## src/logic/pmc_pkg.sv

```systemverilog
package pmc_pkg;

   // Register byte offsets on the bus
   localparam logic [7:0] ADR_GLOBAL = 8'h00;
   localparam logic [7:0] ADR_BCAST  = 8'h04;
   localparam logic [7:0] ADR_PSEL   = 8'h08;
   localparam logic [7:0] ADR_CTRL   = 8'h0C;
   localparam logic [7:0] ADR_MDIX   = 8'h10;
   localparam logic [7:0] ADR_AUX    = 8'h14;
   localparam logic [7:0] ADR_XOVER  = 8'h18;
   localparam logic [7:0] ADR_DSHIFT = 8'h1C;
   localparam logic [7:0] ADR_EEE    = 8'h20;
   localparam logic [7:0] ADR_MACAN  = 8'h24;
   localparam logic [7:0] ADR_RESULT = 8'h28;
   localparam logic [7:0] ADR_NPAGE  = 8'h2C;

   // Field positions
   localparam int GLB_MODE_HI = 15;
   localparam int GLB_MODE_LO = 14;
   localparam int BC_EN       = 0;
   localparam int CT_AN_EN    = 12;
   localparam int CT_SPD_MSB  = 6;
   localparam int CT_SPD_LSB  = 13;
   localparam int CT_DUPLEX   = 8;
   localparam int MX_FRC_DIS  = 7;
   localparam int MX_AUTO_DIS = 5;
   localparam int MX_POL_DIS  = 4;
   localparam int XO_HI       = 3;
   localparam int XO_LO       = 2;
   localparam int DS_EN       = 4;
   localparam int DS_CNT_HI   = 3;
   localparam int DS_CNT_LO   = 2;
   localparam int DS_STAT     = 1;
   localparam int EE_TE       = 15;
   localparam int EE_TEST     = 5;
   localparam int MA_AN       = 7;

   // Reset values
   localparam logic [15:0] GLOBAL_RST = 16'h0000;
   localparam logic [15:0] CTRL_RST   = 16'h1140;
   localparam logic [15:0] MDIX_RST   = 16'h0080;
   localparam logic [15:0] ZERO_RST   = 16'h0000;

   // Encodings
   localparam logic [1:0] MODE_QSG_A   = 2'h0;
   localparam logic [1:0] MODE_QSG_B   = 2'h2;
   localparam logic [1:0] XO_STRAIGHT  = 2'h2;
   localparam logic [1:0] XO_CROSSED   = 2'h3;
   localparam logic [1:0] SPD_10       = 2'h0;
   localparam logic [1:0] SPD_100      = 2'h1;
   localparam logic [1:0] SPD_1000     = 2'h2;
   localparam logic [4:0] BASE_00      = 5'h00;
   localparam logic [4:0] BASE_01      = 5'h0C;
   localparam logic [4:0] BASE_10      = 5'h04;
   localparam logic [4:0] BASE_11      = 5'h14;
   localparam logic [2:0] DS_MIN_TRIES = 3'h2;
   localparam int         PORTS_PER_LANE = 4;

   typedef enum logic {PMC_DS_FULL, PMC_DS_SHIFTED} pmc_ds_t;

   // Line-side observations per port
   typedef struct packed {
      logic       an_able;
      logic       gig_able;
      logic       fast_able;
      logic       full_able;
      logic       np_able;
      logic [1:0] pd_speed;
      logic       crossed;
      logic       cd_swap;
      logic [3:0] pol_inv;
      logic       master_pref;
      logic       gig_fail;
      logic       link_ok;
      logic       lpi_req;
   } pmc_line_t;

   // Resolved configuration per port
   typedef struct packed {
      logic        link_en;
      logic [1:0]  speed;
      logic        full_dup;
      logic        master;
      logic        crossed_wiring;
      logic        cd_swap;
      logic [3:0]  pol_fix;
      logic [1:0]  lane;
      logic        mac_an_en;
      logic        low_power_idle;
      logic        te_mode;
      logic        test_1000;
      logic        adv_gig;
      logic        np_valid;
      logic [15:0] np_word;
   } pmc_port_t;

endpackage

```

## src/logic/pmc_phy_cfg.sv

```systemverilog
`timescale 1ns/1ps
// Overview of operation
// - Global SerDes register written once; per-port writes go per port or by broadcast.
// - MAC side runs QSGMII when global mode field is 00 or 10.
// - Each port enables MAC-side autonegotiation with its own bit.
// - Two address straps pick internal PHY address range: 0, 12, 4 or 20 base.
// - Each lane carries speed and duplex of four ports, any speed, both duplexes.
// - Three lanes; lane n serves QSGMII group n.
// - Autonegotiation picks best common speed, duplex and gigabit master/slave role.
// - Optional next page lets the MAC pass attributes to the partner.
// - Partner without autonegotiation gets speed by parallel detection.
// - Clearing autonegotiation enable forces speed and duplex from control bits.
// - Test bit plus forced gigabit engages forced gigabit test mode.
// - Auto crossover and polarity correction on at reset, controllable, status readable.
// - With forced-speed disable bit clear, auto crossover also runs when forced.
// - Auto crossover handles straight, crossed, and both with C/D swapped.
// - Manual crossover field: 10 straight, 11 crossed, 00 automatic.
// - Downshift after failed gigabit tries; recovers with new partner, no reset.
// - Downshift field configures and reports the downshift feature.
// - Low power idle used only at 100 and 1000 Mbit/s.
// - Per-port bit selects reduced-amplitude 10 Mbit/s mode.
// - Reversed polarity corrected on every pair.
// - Page-suffixed registers are per page; bit 15 is the MSB.
module pmc_phy_cfg
   import pmc_pkg::*;
#(
   parameter int NPORT = 12,
   parameter int NLANE = 3
)
(
   // Clock and reset
   input  logic                   CLK_SYS,
   input  logic                   RESET_N,
   // Wishbone slave
   input  logic [7:0]             ADR_I,
   input  logic [31:0]            DAT_I,
   input  logic [3:0]             SEL_I,
   input  logic                   WE_I,
   input  logic                   CYC_I,
   input  logic                   STB_I,
   output logic [31:0]            DAT_O,
   output logic                   ACK_O,
   // Address straps
   input  logic                   ADDRESS_STRAP_HIGH,
   input  logic                   ADDRESS_STRAP_LOW,
   // Line side
   input  pmc_line_t [NPORT-1:0]  LINE_I,
   // Resolved per-port configuration
   output pmc_port_t [NPORT-1:0]  PORT_CFG,
   output logic                   QSGMII_EN,
   output logic [NLANE-1:0]       LANE_EN
);

   localparam int PW = $clog2(NPORT);

   logic            ack_q;
   logic [31:0]     dat_q;
   logic [15:0]     glob_q;
   logic            bcast_q;
   logic [4:0]      psel_q;
   logic [4:0]      base_q;
   logic [15:0]     ctrl_q  [NPORT];
   logic [15:0]     mdix_q  [NPORT];
   logic [15:0]     xo_q    [NPORT];
   logic [15:0]     ds_q    [NPORT];
   logic [15:0]     ee_q    [NPORT];
   logic [15:0]     ma_q    [NPORT];
   logic [15:0]     np_q    [NPORT];
   pmc_ds_t         ds_st_q [NPORT];
   logic [2:0]      cnt_q   [NPORT];
   logic            link_q  [NPORT];
   pmc_port_t       port_q  [NPORT];
   pmc_port_t       port_d  [NPORT];
   logic            wb_req;
   logic            wb_wr;
   logic [4:0]      poff;
   logic            hit;
   logic [PW-1:0]   ridx;
   logic [15:0]     r16;
   logic [1:0]      gmode;

   function automatic logic [15:0] wmerge(input logic [15:0] o, input logic [31:0] d,
                                          input logic [3:0] s);
      wmerge = {s[1] ? d[15:8] : o[15:8], s[0] ? d[7:0] : o[7:0]};
   endfunction

   assign wb_req = CYC_I & STB_I & ~ack_q;
   assign wb_wr  = wb_req & WE_I;
   assign ACK_O  = ack_q;
   assign DAT_O  = dat_q;

   // Own address decode within strapped range
   assign poff = psel_q - base_q;
   assign hit  = (psel_q >= base_q) && (poff < 5'(NPORT));
   assign ridx = poff[PW-1:0];

   // Strap capture while reset is held
   always_ff @(posedge CLK_SYS)
   begin
      if (!RESET_N)
      begin
         unique case ({ADDRESS_STRAP_HIGH, ADDRESS_STRAP_LOW})
            2'h0: base_q <= BASE_00;
            2'h1: base_q <= BASE_01;
            2'h2: base_q <= BASE_10;
            2'h3: base_q <= BASE_11;
         endcase
      end
   end

   // Bus handshake
   always_ff @(posedge CLK_SYS)
   begin
      if (!RESET_N)
         ack_q <= 1'b0;
      else
         ack_q <= wb_req;
   end

   // Device-wide registers
   always_ff @(posedge CLK_SYS)
   begin
      if (!RESET_N)
      begin
         glob_q  <= GLOBAL_RST;
         bcast_q <= 1'b0;
         psel_q  <= 5'h00;
      end
      else if (wb_wr)
      begin
         if (ADR_I == ADR_GLOBAL)
            glob_q <= wmerge(glob_q, DAT_I, SEL_I);
         if (ADR_I == ADR_BCAST && SEL_I[0])
            bcast_q <= DAT_I[BC_EN];
         if (ADR_I == ADR_PSEL && SEL_I[0])
            psel_q <= DAT_I[4:0];
      end
   end

   // MAC-side mode
   assign gmode     = glob_q[GLB_MODE_HI:GLB_MODE_LO];
   assign QSGMII_EN = (gmode == MODE_QSG_A) || (gmode == MODE_QSG_B);
   assign LANE_EN   = {NLANE{QSGMII_EN}};

   genvar p;
   generate
      for (p = 0; p < NPORT; p++)
      begin : g_port
         logic       pw;
         logic       an_en;
         logic [1:0] fspd;
         logic       auto_x;
         logic       frc_gig_fail;
         logic [2:0] limit;
         pmc_line_t  ln;

         assign ln  = LINE_I[p];
         assign pw  = wb_wr & (bcast_q | (hit && ridx == PW'(p)));
         assign an_en  = ctrl_q[p][CT_AN_EN];
         assign fspd   = {ctrl_q[p][CT_SPD_MSB], ctrl_q[p][CT_SPD_LSB]};
         assign auto_x = ~mdix_q[p][MX_AUTO_DIS] & (an_en | ~mdix_q[p][MX_FRC_DIS]);
         assign limit  = {1'b0, ds_q[p][DS_CNT_HI:DS_CNT_LO]} + DS_MIN_TRIES;
         assign frc_gig_fail = ln.gig_fail & ds_q[p][DS_EN] & an_en & (ds_st_q[p] == PMC_DS_FULL);

         // Per-port registers
         always_ff @(posedge CLK_SYS)
         begin
            if (!RESET_N)
            begin
               ctrl_q[p] <= CTRL_RST;
               mdix_q[p] <= MDIX_RST;
               xo_q[p]   <= ZERO_RST;
               ds_q[p]   <= ZERO_RST;
               ee_q[p]   <= ZERO_RST;
               ma_q[p]   <= ZERO_RST;
               np_q[p]   <= ZERO_RST;
            end
            else if (pw)
            begin
               case (ADR_I)
                  ADR_CTRL:   ctrl_q[p] <= wmerge(ctrl_q[p], DAT_I, SEL_I);
                  ADR_MDIX:   mdix_q[p] <= wmerge(mdix_q[p], DAT_I, SEL_I);
                  ADR_XOVER:  xo_q[p]   <= wmerge(xo_q[p], DAT_I, SEL_I);
                  ADR_DSHIFT: ds_q[p]   <= wmerge(ds_q[p], DAT_I, SEL_I);
                  ADR_EEE:    ee_q[p]   <= wmerge(ee_q[p], DAT_I, SEL_I);
                  ADR_MACAN:  ma_q[p]   <= wmerge(ma_q[p], DAT_I, SEL_I);
                  ADR_NPAGE:  np_q[p]   <= wmerge(np_q[p], DAT_I, SEL_I);
                  default:    ;
               endcase
            end
         end

         // Downshift tracking
         always_ff @(posedge CLK_SYS)
         begin
            if (!RESET_N)
            begin
               ds_st_q[p] <= PMC_DS_FULL;
               cnt_q[p]   <= 3'h0;
               link_q[p]  <= 1'b0;
            end
            else
            begin
               link_q[p] <= ln.link_ok;
               if (frc_gig_fail)
               begin
                  cnt_q[p] <= cnt_q[p] + 3'h1;
                  if (cnt_q[p] + 3'h1 >= limit)
                     ds_st_q[p] <= PMC_DS_SHIFTED;
               end
               else if (link_q[p] && !ln.link_ok)
               begin
                  ds_st_q[p] <= PMC_DS_FULL;
                  cnt_q[p]   <= 3'h0;
               end
            end
         end

         // Mode resolution
         always_comb
         begin
            port_d[p]         = '0;
            port_d[p].adv_gig = (ds_st_q[p] == PMC_DS_FULL);
            port_d[p].link_en = 1'b1;
            if (an_en)
            begin
               if (ln.an_able)
               begin
                  if (port_d[p].adv_gig && ln.gig_able)
                     port_d[p].speed = SPD_1000;
                  else if (ln.fast_able)
                     port_d[p].speed = SPD_100;
                  else
                     port_d[p].speed = SPD_10;
                  port_d[p].full_dup = ln.full_able & ctrl_q[p][CT_DUPLEX];
                  port_d[p].master   = (port_d[p].speed == SPD_1000) & ~ln.master_pref;
               end
               else
               begin
                  port_d[p].speed    = ln.pd_speed;
                  port_d[p].full_dup = 1'b0;
               end
            end
            else
            begin
               port_d[p].speed     = fspd;
               port_d[p].full_dup  = ctrl_q[p][CT_DUPLEX];
               port_d[p].test_1000 = ee_q[p][EE_TEST] & (fspd == SPD_1000);
               port_d[p].link_en   = (fspd != SPD_1000) | port_d[p].test_1000;
               port_d[p].master    = port_d[p].test_1000 & ~ln.master_pref;
            end
            case (xo_q[p][XO_HI:XO_LO])
               XO_STRAIGHT: port_d[p].crossed_wiring = 1'b0;
               XO_CROSSED:  port_d[p].crossed_wiring = 1'b1;
               default:
               begin
                  port_d[p].crossed_wiring = auto_x & ln.crossed;
                  port_d[p].cd_swap        = auto_x & ln.cd_swap;
               end
            endcase
            port_d[p].pol_fix   = mdix_q[p][MX_POL_DIS] ? 4'h0 : ln.pol_inv;
            port_d[p].lane      = 2'(p / PORTS_PER_LANE);
            port_d[p].mac_an_en = ma_q[p][MA_AN];
            port_d[p].low_power_idle = ln.lpi_req & ln.link_ok
                                       & (port_d[p].speed != SPD_10);
            port_d[p].te_mode   = ee_q[p][EE_TE] & (port_d[p].speed == SPD_10);
            port_d[p].np_valid  = an_en & ln.an_able & ln.np_able & (np_q[p] != ZERO_RST);
            port_d[p].np_word   = np_q[p];
         end

         always_ff @(posedge CLK_SYS)
         begin
            if (!RESET_N)
               port_q[p] <= '0;
            else
               port_q[p] <= port_d[p];
         end

         assign PORT_CFG[p] = port_q[p];
      end
   endgenerate

   // Read mux
   always_comb
   begin
      r16 = 16'h0000;
      case (ADR_I)
         ADR_GLOBAL: r16 = glob_q;
         ADR_BCAST:  r16 = {15'h0000, bcast_q};
         ADR_PSEL:   r16 = {11'h000, psel_q};
         default:
         begin
            if (hit)
            begin
               case (ADR_I)
                  ADR_CTRL:   r16 = ctrl_q[ridx];
                  ADR_MDIX:   r16 = mdix_q[ridx];
                  ADR_XOVER:  r16 = xo_q[ridx];
                  ADR_DSHIFT: r16 = {ds_q[ridx][15:DS_STAT+1],
                                     ds_st_q[ridx] == PMC_DS_SHIFTED, ds_q[ridx][0]};
                  ADR_EEE:    r16 = ee_q[ridx];
                  ADR_MACAN:  r16 = ma_q[ridx];
                  ADR_NPAGE:  r16 = np_q[ridx];
                  ADR_AUX:    r16 = {9'h000, port_q[ridx].crossed_wiring,
                                     port_q[ridx].cd_swap, 1'b0, port_q[ridx].pol_fix};
                  ADR_RESULT: r16 = {port_q[ridx].link_en, port_q[ridx].speed,
                                     port_q[ridx].full_dup, port_q[ridx].master,
                                     port_q[ridx].lane, port_q[ridx].mac_an_en,
                                     port_q[ridx].low_power_idle, port_q[ridx].te_mode,
                                     port_q[ridx].test_1000, port_q[ridx].adv_gig,
                                     port_q[ridx].np_valid, 3'h0};
                  default:    r16 = 16'h0000;
               endcase
            end
         end
      endcase
   end

   always_ff @(posedge CLK_SYS)
   begin
      if (!RESET_N)
         dat_q <= 32'h0000_0000;
      else if (wb_req)
         dat_q <= {16'h0000, r16};
   end
endmodule

```

## config.mk

```make
export PLATFORM = sky130hd
export DESIGN_NAME = pmc_phy_cfg
export DESIGN_NICKNAME = d
export VERILOG_FILES = /design/src/logic/pmc_pkg.sv /design/src/logic/pmc_phy_cfg.sv
export SDC_FILE = /design/constraint.sdc
export NUM_CORES = 2
export LEC_CHECK = 0
export ABC_AREA = 1
export BUFFER_PORTS_ARGS = -buffer_cell sky130_fd_sc_hd__buf_2
export CAP_MARGIN = 20
export CORE_MARGIN = 8
export CORE_UTILIZATION = 35
export CTS_BUF_LIST = sky130_fd_sc_hd__clkbuf_4 sky130_fd_sc_hd__clkbuf_8 sky130_fd_sc_hd__clkbuf_16
export DETAILED_ROUTE_END_ITERATION = 10
export HOLD_SLACK_MARGIN = 0.02
export PLACE_DENSITY = 0.58
export SYNTH_ARGS = -nofsm -noshare
export SYNTH_HDL_FRONTEND = slang
export SYNTH_SLANG_ARGS = --single-unit
export TNS_END_PERCENT = 50
```

## constraint.sdc

```tcl
create_clock -name CLK_SYS -period 4.2 [get_ports CLK_SYS]
set_clock_uncertainty 0.15 [all_clocks]
set_input_delay 0.84 -clock CLK_SYS [delete_from_list [all_inputs] [get_ports CLK_SYS]]
set_output_delay 0.84 -clock CLK_SYS [all_outputs]
set_load 0.005 [all_outputs]
```

# Yosys cells after proc, flatten, opt, wreduce, memory -nomap -nowiden
# Memory sizes are Yosys's and may differ from the RTL's.
# Cells that the tools add are included.
# word_totals
wordCells	1564
mem_count	11
ff_bits	44
in_bits	255
ram_bits	1824
# op_classes
n_lt_le_gt_ge	14
n_eq_ne	86
reduce_logical	108
bitwise	448
mux	865
addsub	25
# mem_list
memory	depth	width	rd	rd_clocked_by_memory_dff	write_ports	line_no	rtl
port_q	12	35	13	0	12	pmc_phy_cfg.sv:72	pmc_port_t port_q [NPORT];
ctrl_q	12	16	13	0	12	pmc_phy_cfg.sv:62	logic [15:0] ctrl_q [NPORT];
ds_q	12	16	13	0	12	pmc_phy_cfg.sv:65	logic [15:0] ds_q [NPORT];
ee_q	12	16	13	0	12	pmc_phy_cfg.sv:66	logic [15:0] ee_q [NPORT];
ma_q	12	16	13	0	12	pmc_phy_cfg.sv:67	logic [15:0] ma_q [NPORT];
mdix_q	12	16	13	0	12	pmc_phy_cfg.sv:63	logic [15:0] mdix_q [NPORT];
+5 memories	--	--	--	--	--	--	
# ops
op	count
$mux 16	85
$mux 8	168
$mux 1	489
$mux 35	12
$and 1x1->1	207
$or 1x1->1	192
$reduce_bool 16->1	12
$pmux 16 s9	1
$mux 3	36
$eq 2x2->1 const B	51
$mux 4	24
$mux 2	36
$not 1->1	49
$pmux 16 s3	1
$logic_and 1x1->1	39
$add 2x2->3 const B	12
$add 3x1->3 const B	12
$ge 3x3->1	12
$eq 8x5->1 const B	4
$eq 8x6->1 const B	4
$logic_not 2->1	14
$ne 2x2->1 const B	12
$pmux 1 s2	12
$reduce_bool 2->1	12
other kinds (18)	50

# Depth between registers and ports, before layout
# An unclocked memory read counts as a cell.
# logic_depth
ltp_word	13
ltp_mapped	16

# Worst setup path before layout
# Ideal clock, no wire load.
# synth_timing
path_type	register -> register
start	register psel_q[2]
end	memory mdix_q[2][0] (enable)
n_path_buf	2
arrival_time_ns	3.014
slack_ns	0.652
stages_incl_launch_ff	12
path_cell_list	dfxtp_1 inv_1 ha_1 inv_1 fa_1 clkbuf_1 nor2_1 clkbuf_1 nand2_1 o21ai_4 nand3_1 o21ai_0
# synth_rtl
item	line_no	rtl
from (decl)	pmc_phy_cfg.sv:60	logic [4:0] psel_q;
from (signal assigned)	pmc_phy_cfg.sv:136	psel_q <= DAT_I[4:0];
to (decl)	pmc_phy_cfg.sv:63	

==> reports/results.ini <==
[hold_path]
hold_class=primary input to flop

[clock_tree]
clock-sinks=1831
cts.htree.levels=4
cts_buffers=195
cts_hold_buf=48
clkSlewWorstSetupHoldPaths_ns=0.06
cts_root_buf=clkbuf_16
clk-insertion-delay-late_ns=0.88
cts_setup_buffers=0
cts_tree=built
cts_buffer_depth=3
cts_resized=0

[floorplanning]
num_io_pins=712
die_x_um=496
start_util_pct=35.1
die_area_um2=246000
core-area_um2=229000
rows=176
die_h_um=496

[timing]
hold_violations=0
relSlewSlack_pct=26.6
fmax_ghz=0.254
setup_tns_ns=0
rsz0062_at_grt=no
tightest_slew_ns=1.10
whs_ns=0.0598
drv_slew=0
fin_crit_ns=3.93
setup_violations=0
min_period_over_period_pct=93.6

[setup_path]
path_max_fanout=12
cp_data_required_time_ns=4.61
crit_arrival_ns=4.34
r2r_slack_ns=0.27
startpoint_type=flop
critical_path_class=flop to flop
end_kind=flop

[synthesis]
syn_area_um2=80600
ys_seq_area_share_pct=62.6
ys_top_cells_by_area=edfxtp_1 (51%), nand2_1 (15%), dfxtp_1 (11%), nor2_1 (7.2%), nand3_1 (2.4%)
async_flop_share_pct=0
yosysTopAreaCell=edfxtp_1
synth_seq_cells=1831
synth_edf_count=1382
synth_top_area_share_pct=51.5
avgSynthCellArea_um2=8.91
synth_cells=9050
ys_types=39
ys.flop_type=edfxtp_1
ys_warn_count=0

[grt]
grt_pass1_wl_mm=480
grt_use_met1_pct=33.5
met3_usage_pct=5.40
grt_util_all_layers_pct=27.0
grt_max_degree=161
gr-total-overflow=0
grt_pass1_vias=65800
grt_use_met2_pct=42.4
antenna_found_initial=19
busiest_layer=met2

[place]
port_buffers=661
place_congestion=1.01
placed_cell_area_um2=89500
dp_hpwl_mm=251
dp_cells=12600

[cells_and_area]
drive_gt1_share_pct=15.9
layout.cells.non_filler=13000
fill_cells=22600
area_delta_synth_final_pct=19.9
final_nets=10100
design_area_um2=96600

[drt]
drt-initial-drc-count=8566
vias_per_cell=5.33
drtAntennaViolNets=0
dr.pass1.iters=6
wl_per_cell_um=26.6
drt-total-wl_mm=347
drc=0
vias=69500

[pwr]
power_density_nw_per_um2=427
total_power_mw=41.2
leakagePower_nw=43.3
irDropWorstVdd_v=0.000461

[status]
status=complete, no violations

[flow_run]
cap_violations=0

[report_power, final]
| group | switching [mW] | internal, mW | total [mW] | leakage, nW |
|---|---|---|---|---|
| clock | 7.44 | 10.3 | 17.8 | 3.35 |
| sequential | 0.375 | 20.0 | 20.4 | 17.7 |
| combinational | 2.22 | 0.833 | 3.05 | 22.2 |
| total | 10.0 | 31.2 | 41.2 | 43.3 |
[critical path, cell delays in order, from the launching register on]
cell	delay (ns)
dfxtp_1	0.36
inv_1	0.06
ha_1	0.21
inv_1	0.08
fa_4	0.71
a21oi_1	0.24
o21ai_2	0.10
buf_4	0.24
o21ai_4	0.51
nand3_1	0.44
o21ai_0	0.27
buf_4	0.22
[sequential cells by signal, indices dropped and copies added (netlist names), 36 cells and up]
signal and flops:
port_q 397, ma_q 192, ctrl_q 192, ee_q 192, xo_q 192, ds_q 180, cnt_q 36, mdix_q 192
np_q 192
[routing by layer]
layer | vias up | routed length (um)
met4 | 8 | 28800
met1 | 33800 | 129000
li1 | 30800 | -
met5 | - | 51
met2 | 3992 | 155000
met3 | 850 | 34300
[synth_stat cells (all sizes together) (48+ instances only)]
library cell,number
a21oi,234
buf,153
clkbuf,492
dfxtp,449
edfxtp,1382
ha,51
inv,481
nand2,3211
nand3,413
nand4,101
nor2,1538
nor4,48
o21ai,362
[cell families after synthesis]
group | synth area share (%)
buffers and inverters | 5.58
AND/OR/NAND/NOR | 26.5
other | 0.00465
AO/OA/AOI/OAI | 4.50
adder cells (fa/ha/maj) | 0.816
XOR/XNOR | 0.0109
flip-flops | 62.6
[area by class of cell]
type                            instances  area [um2]  area share [%]
Multi-Input combinational cell       6122       25800            26.7
Sequential cell                      1831       50500            52.3
Inverter                              483        1870            1.93
Clock inverter                         75         679           0.703
Timing Repair Buffer                 1190        8050            8.33
Clock buffer                          295        5950            6.15
Tap cell                             3026        3790            3.92
Antenna cell                           12        30.0          0.0311
[through the flow]
stage	setup slack, ns	utilization [%]
after CTS	0.349	42.1
after detailed placement	0.353	39.0
after floorplan	0.652	-
final	0.268	42.1
after global routing	0.168	42.1
after global placement	0.403	39.0
[placed cells by master, fill, tap and decap left out, types with 32 or more instances in the layout]
cell type / n
dfxtp_1: 447
buf_2: 660
ha_1: 51
edfxtp_1: 1382
conb_1: 32
clkinv_2: 44
inv_1: 457
clkbuf_16: 202
buf_4: 430
dlygate4sd3_1: 48
nand4_1: 101
clkbuf_4: 62
nand2_1: 3211
o21ai_0: 349
nor2_1: 1533
a21oi_1: 234
buf_12: 51
nor4_1: 48
nand3_1: 384
[final timing paths]
check,start,endpoint,depth (start not counted)
min,LINE_I[103],link_q[1][2]$_DFF_P_,3
max reg2reg,psel_q[2]$_SDFFE_PN0P_,mdix_q[1][0]$_SDFFCE_PN0P_,11
max,psel_q[2]$_SDFFE_PN0P_,mdix_q[1][0]$_SDFFCE_PN0P_,11
min reg2reg,xo_q[8][3]$_SDFFCE_PN0P_,port_q[8][28]$_SDFF_PP0_,1
Note: power is estimated with default switching activity, not from simulation.
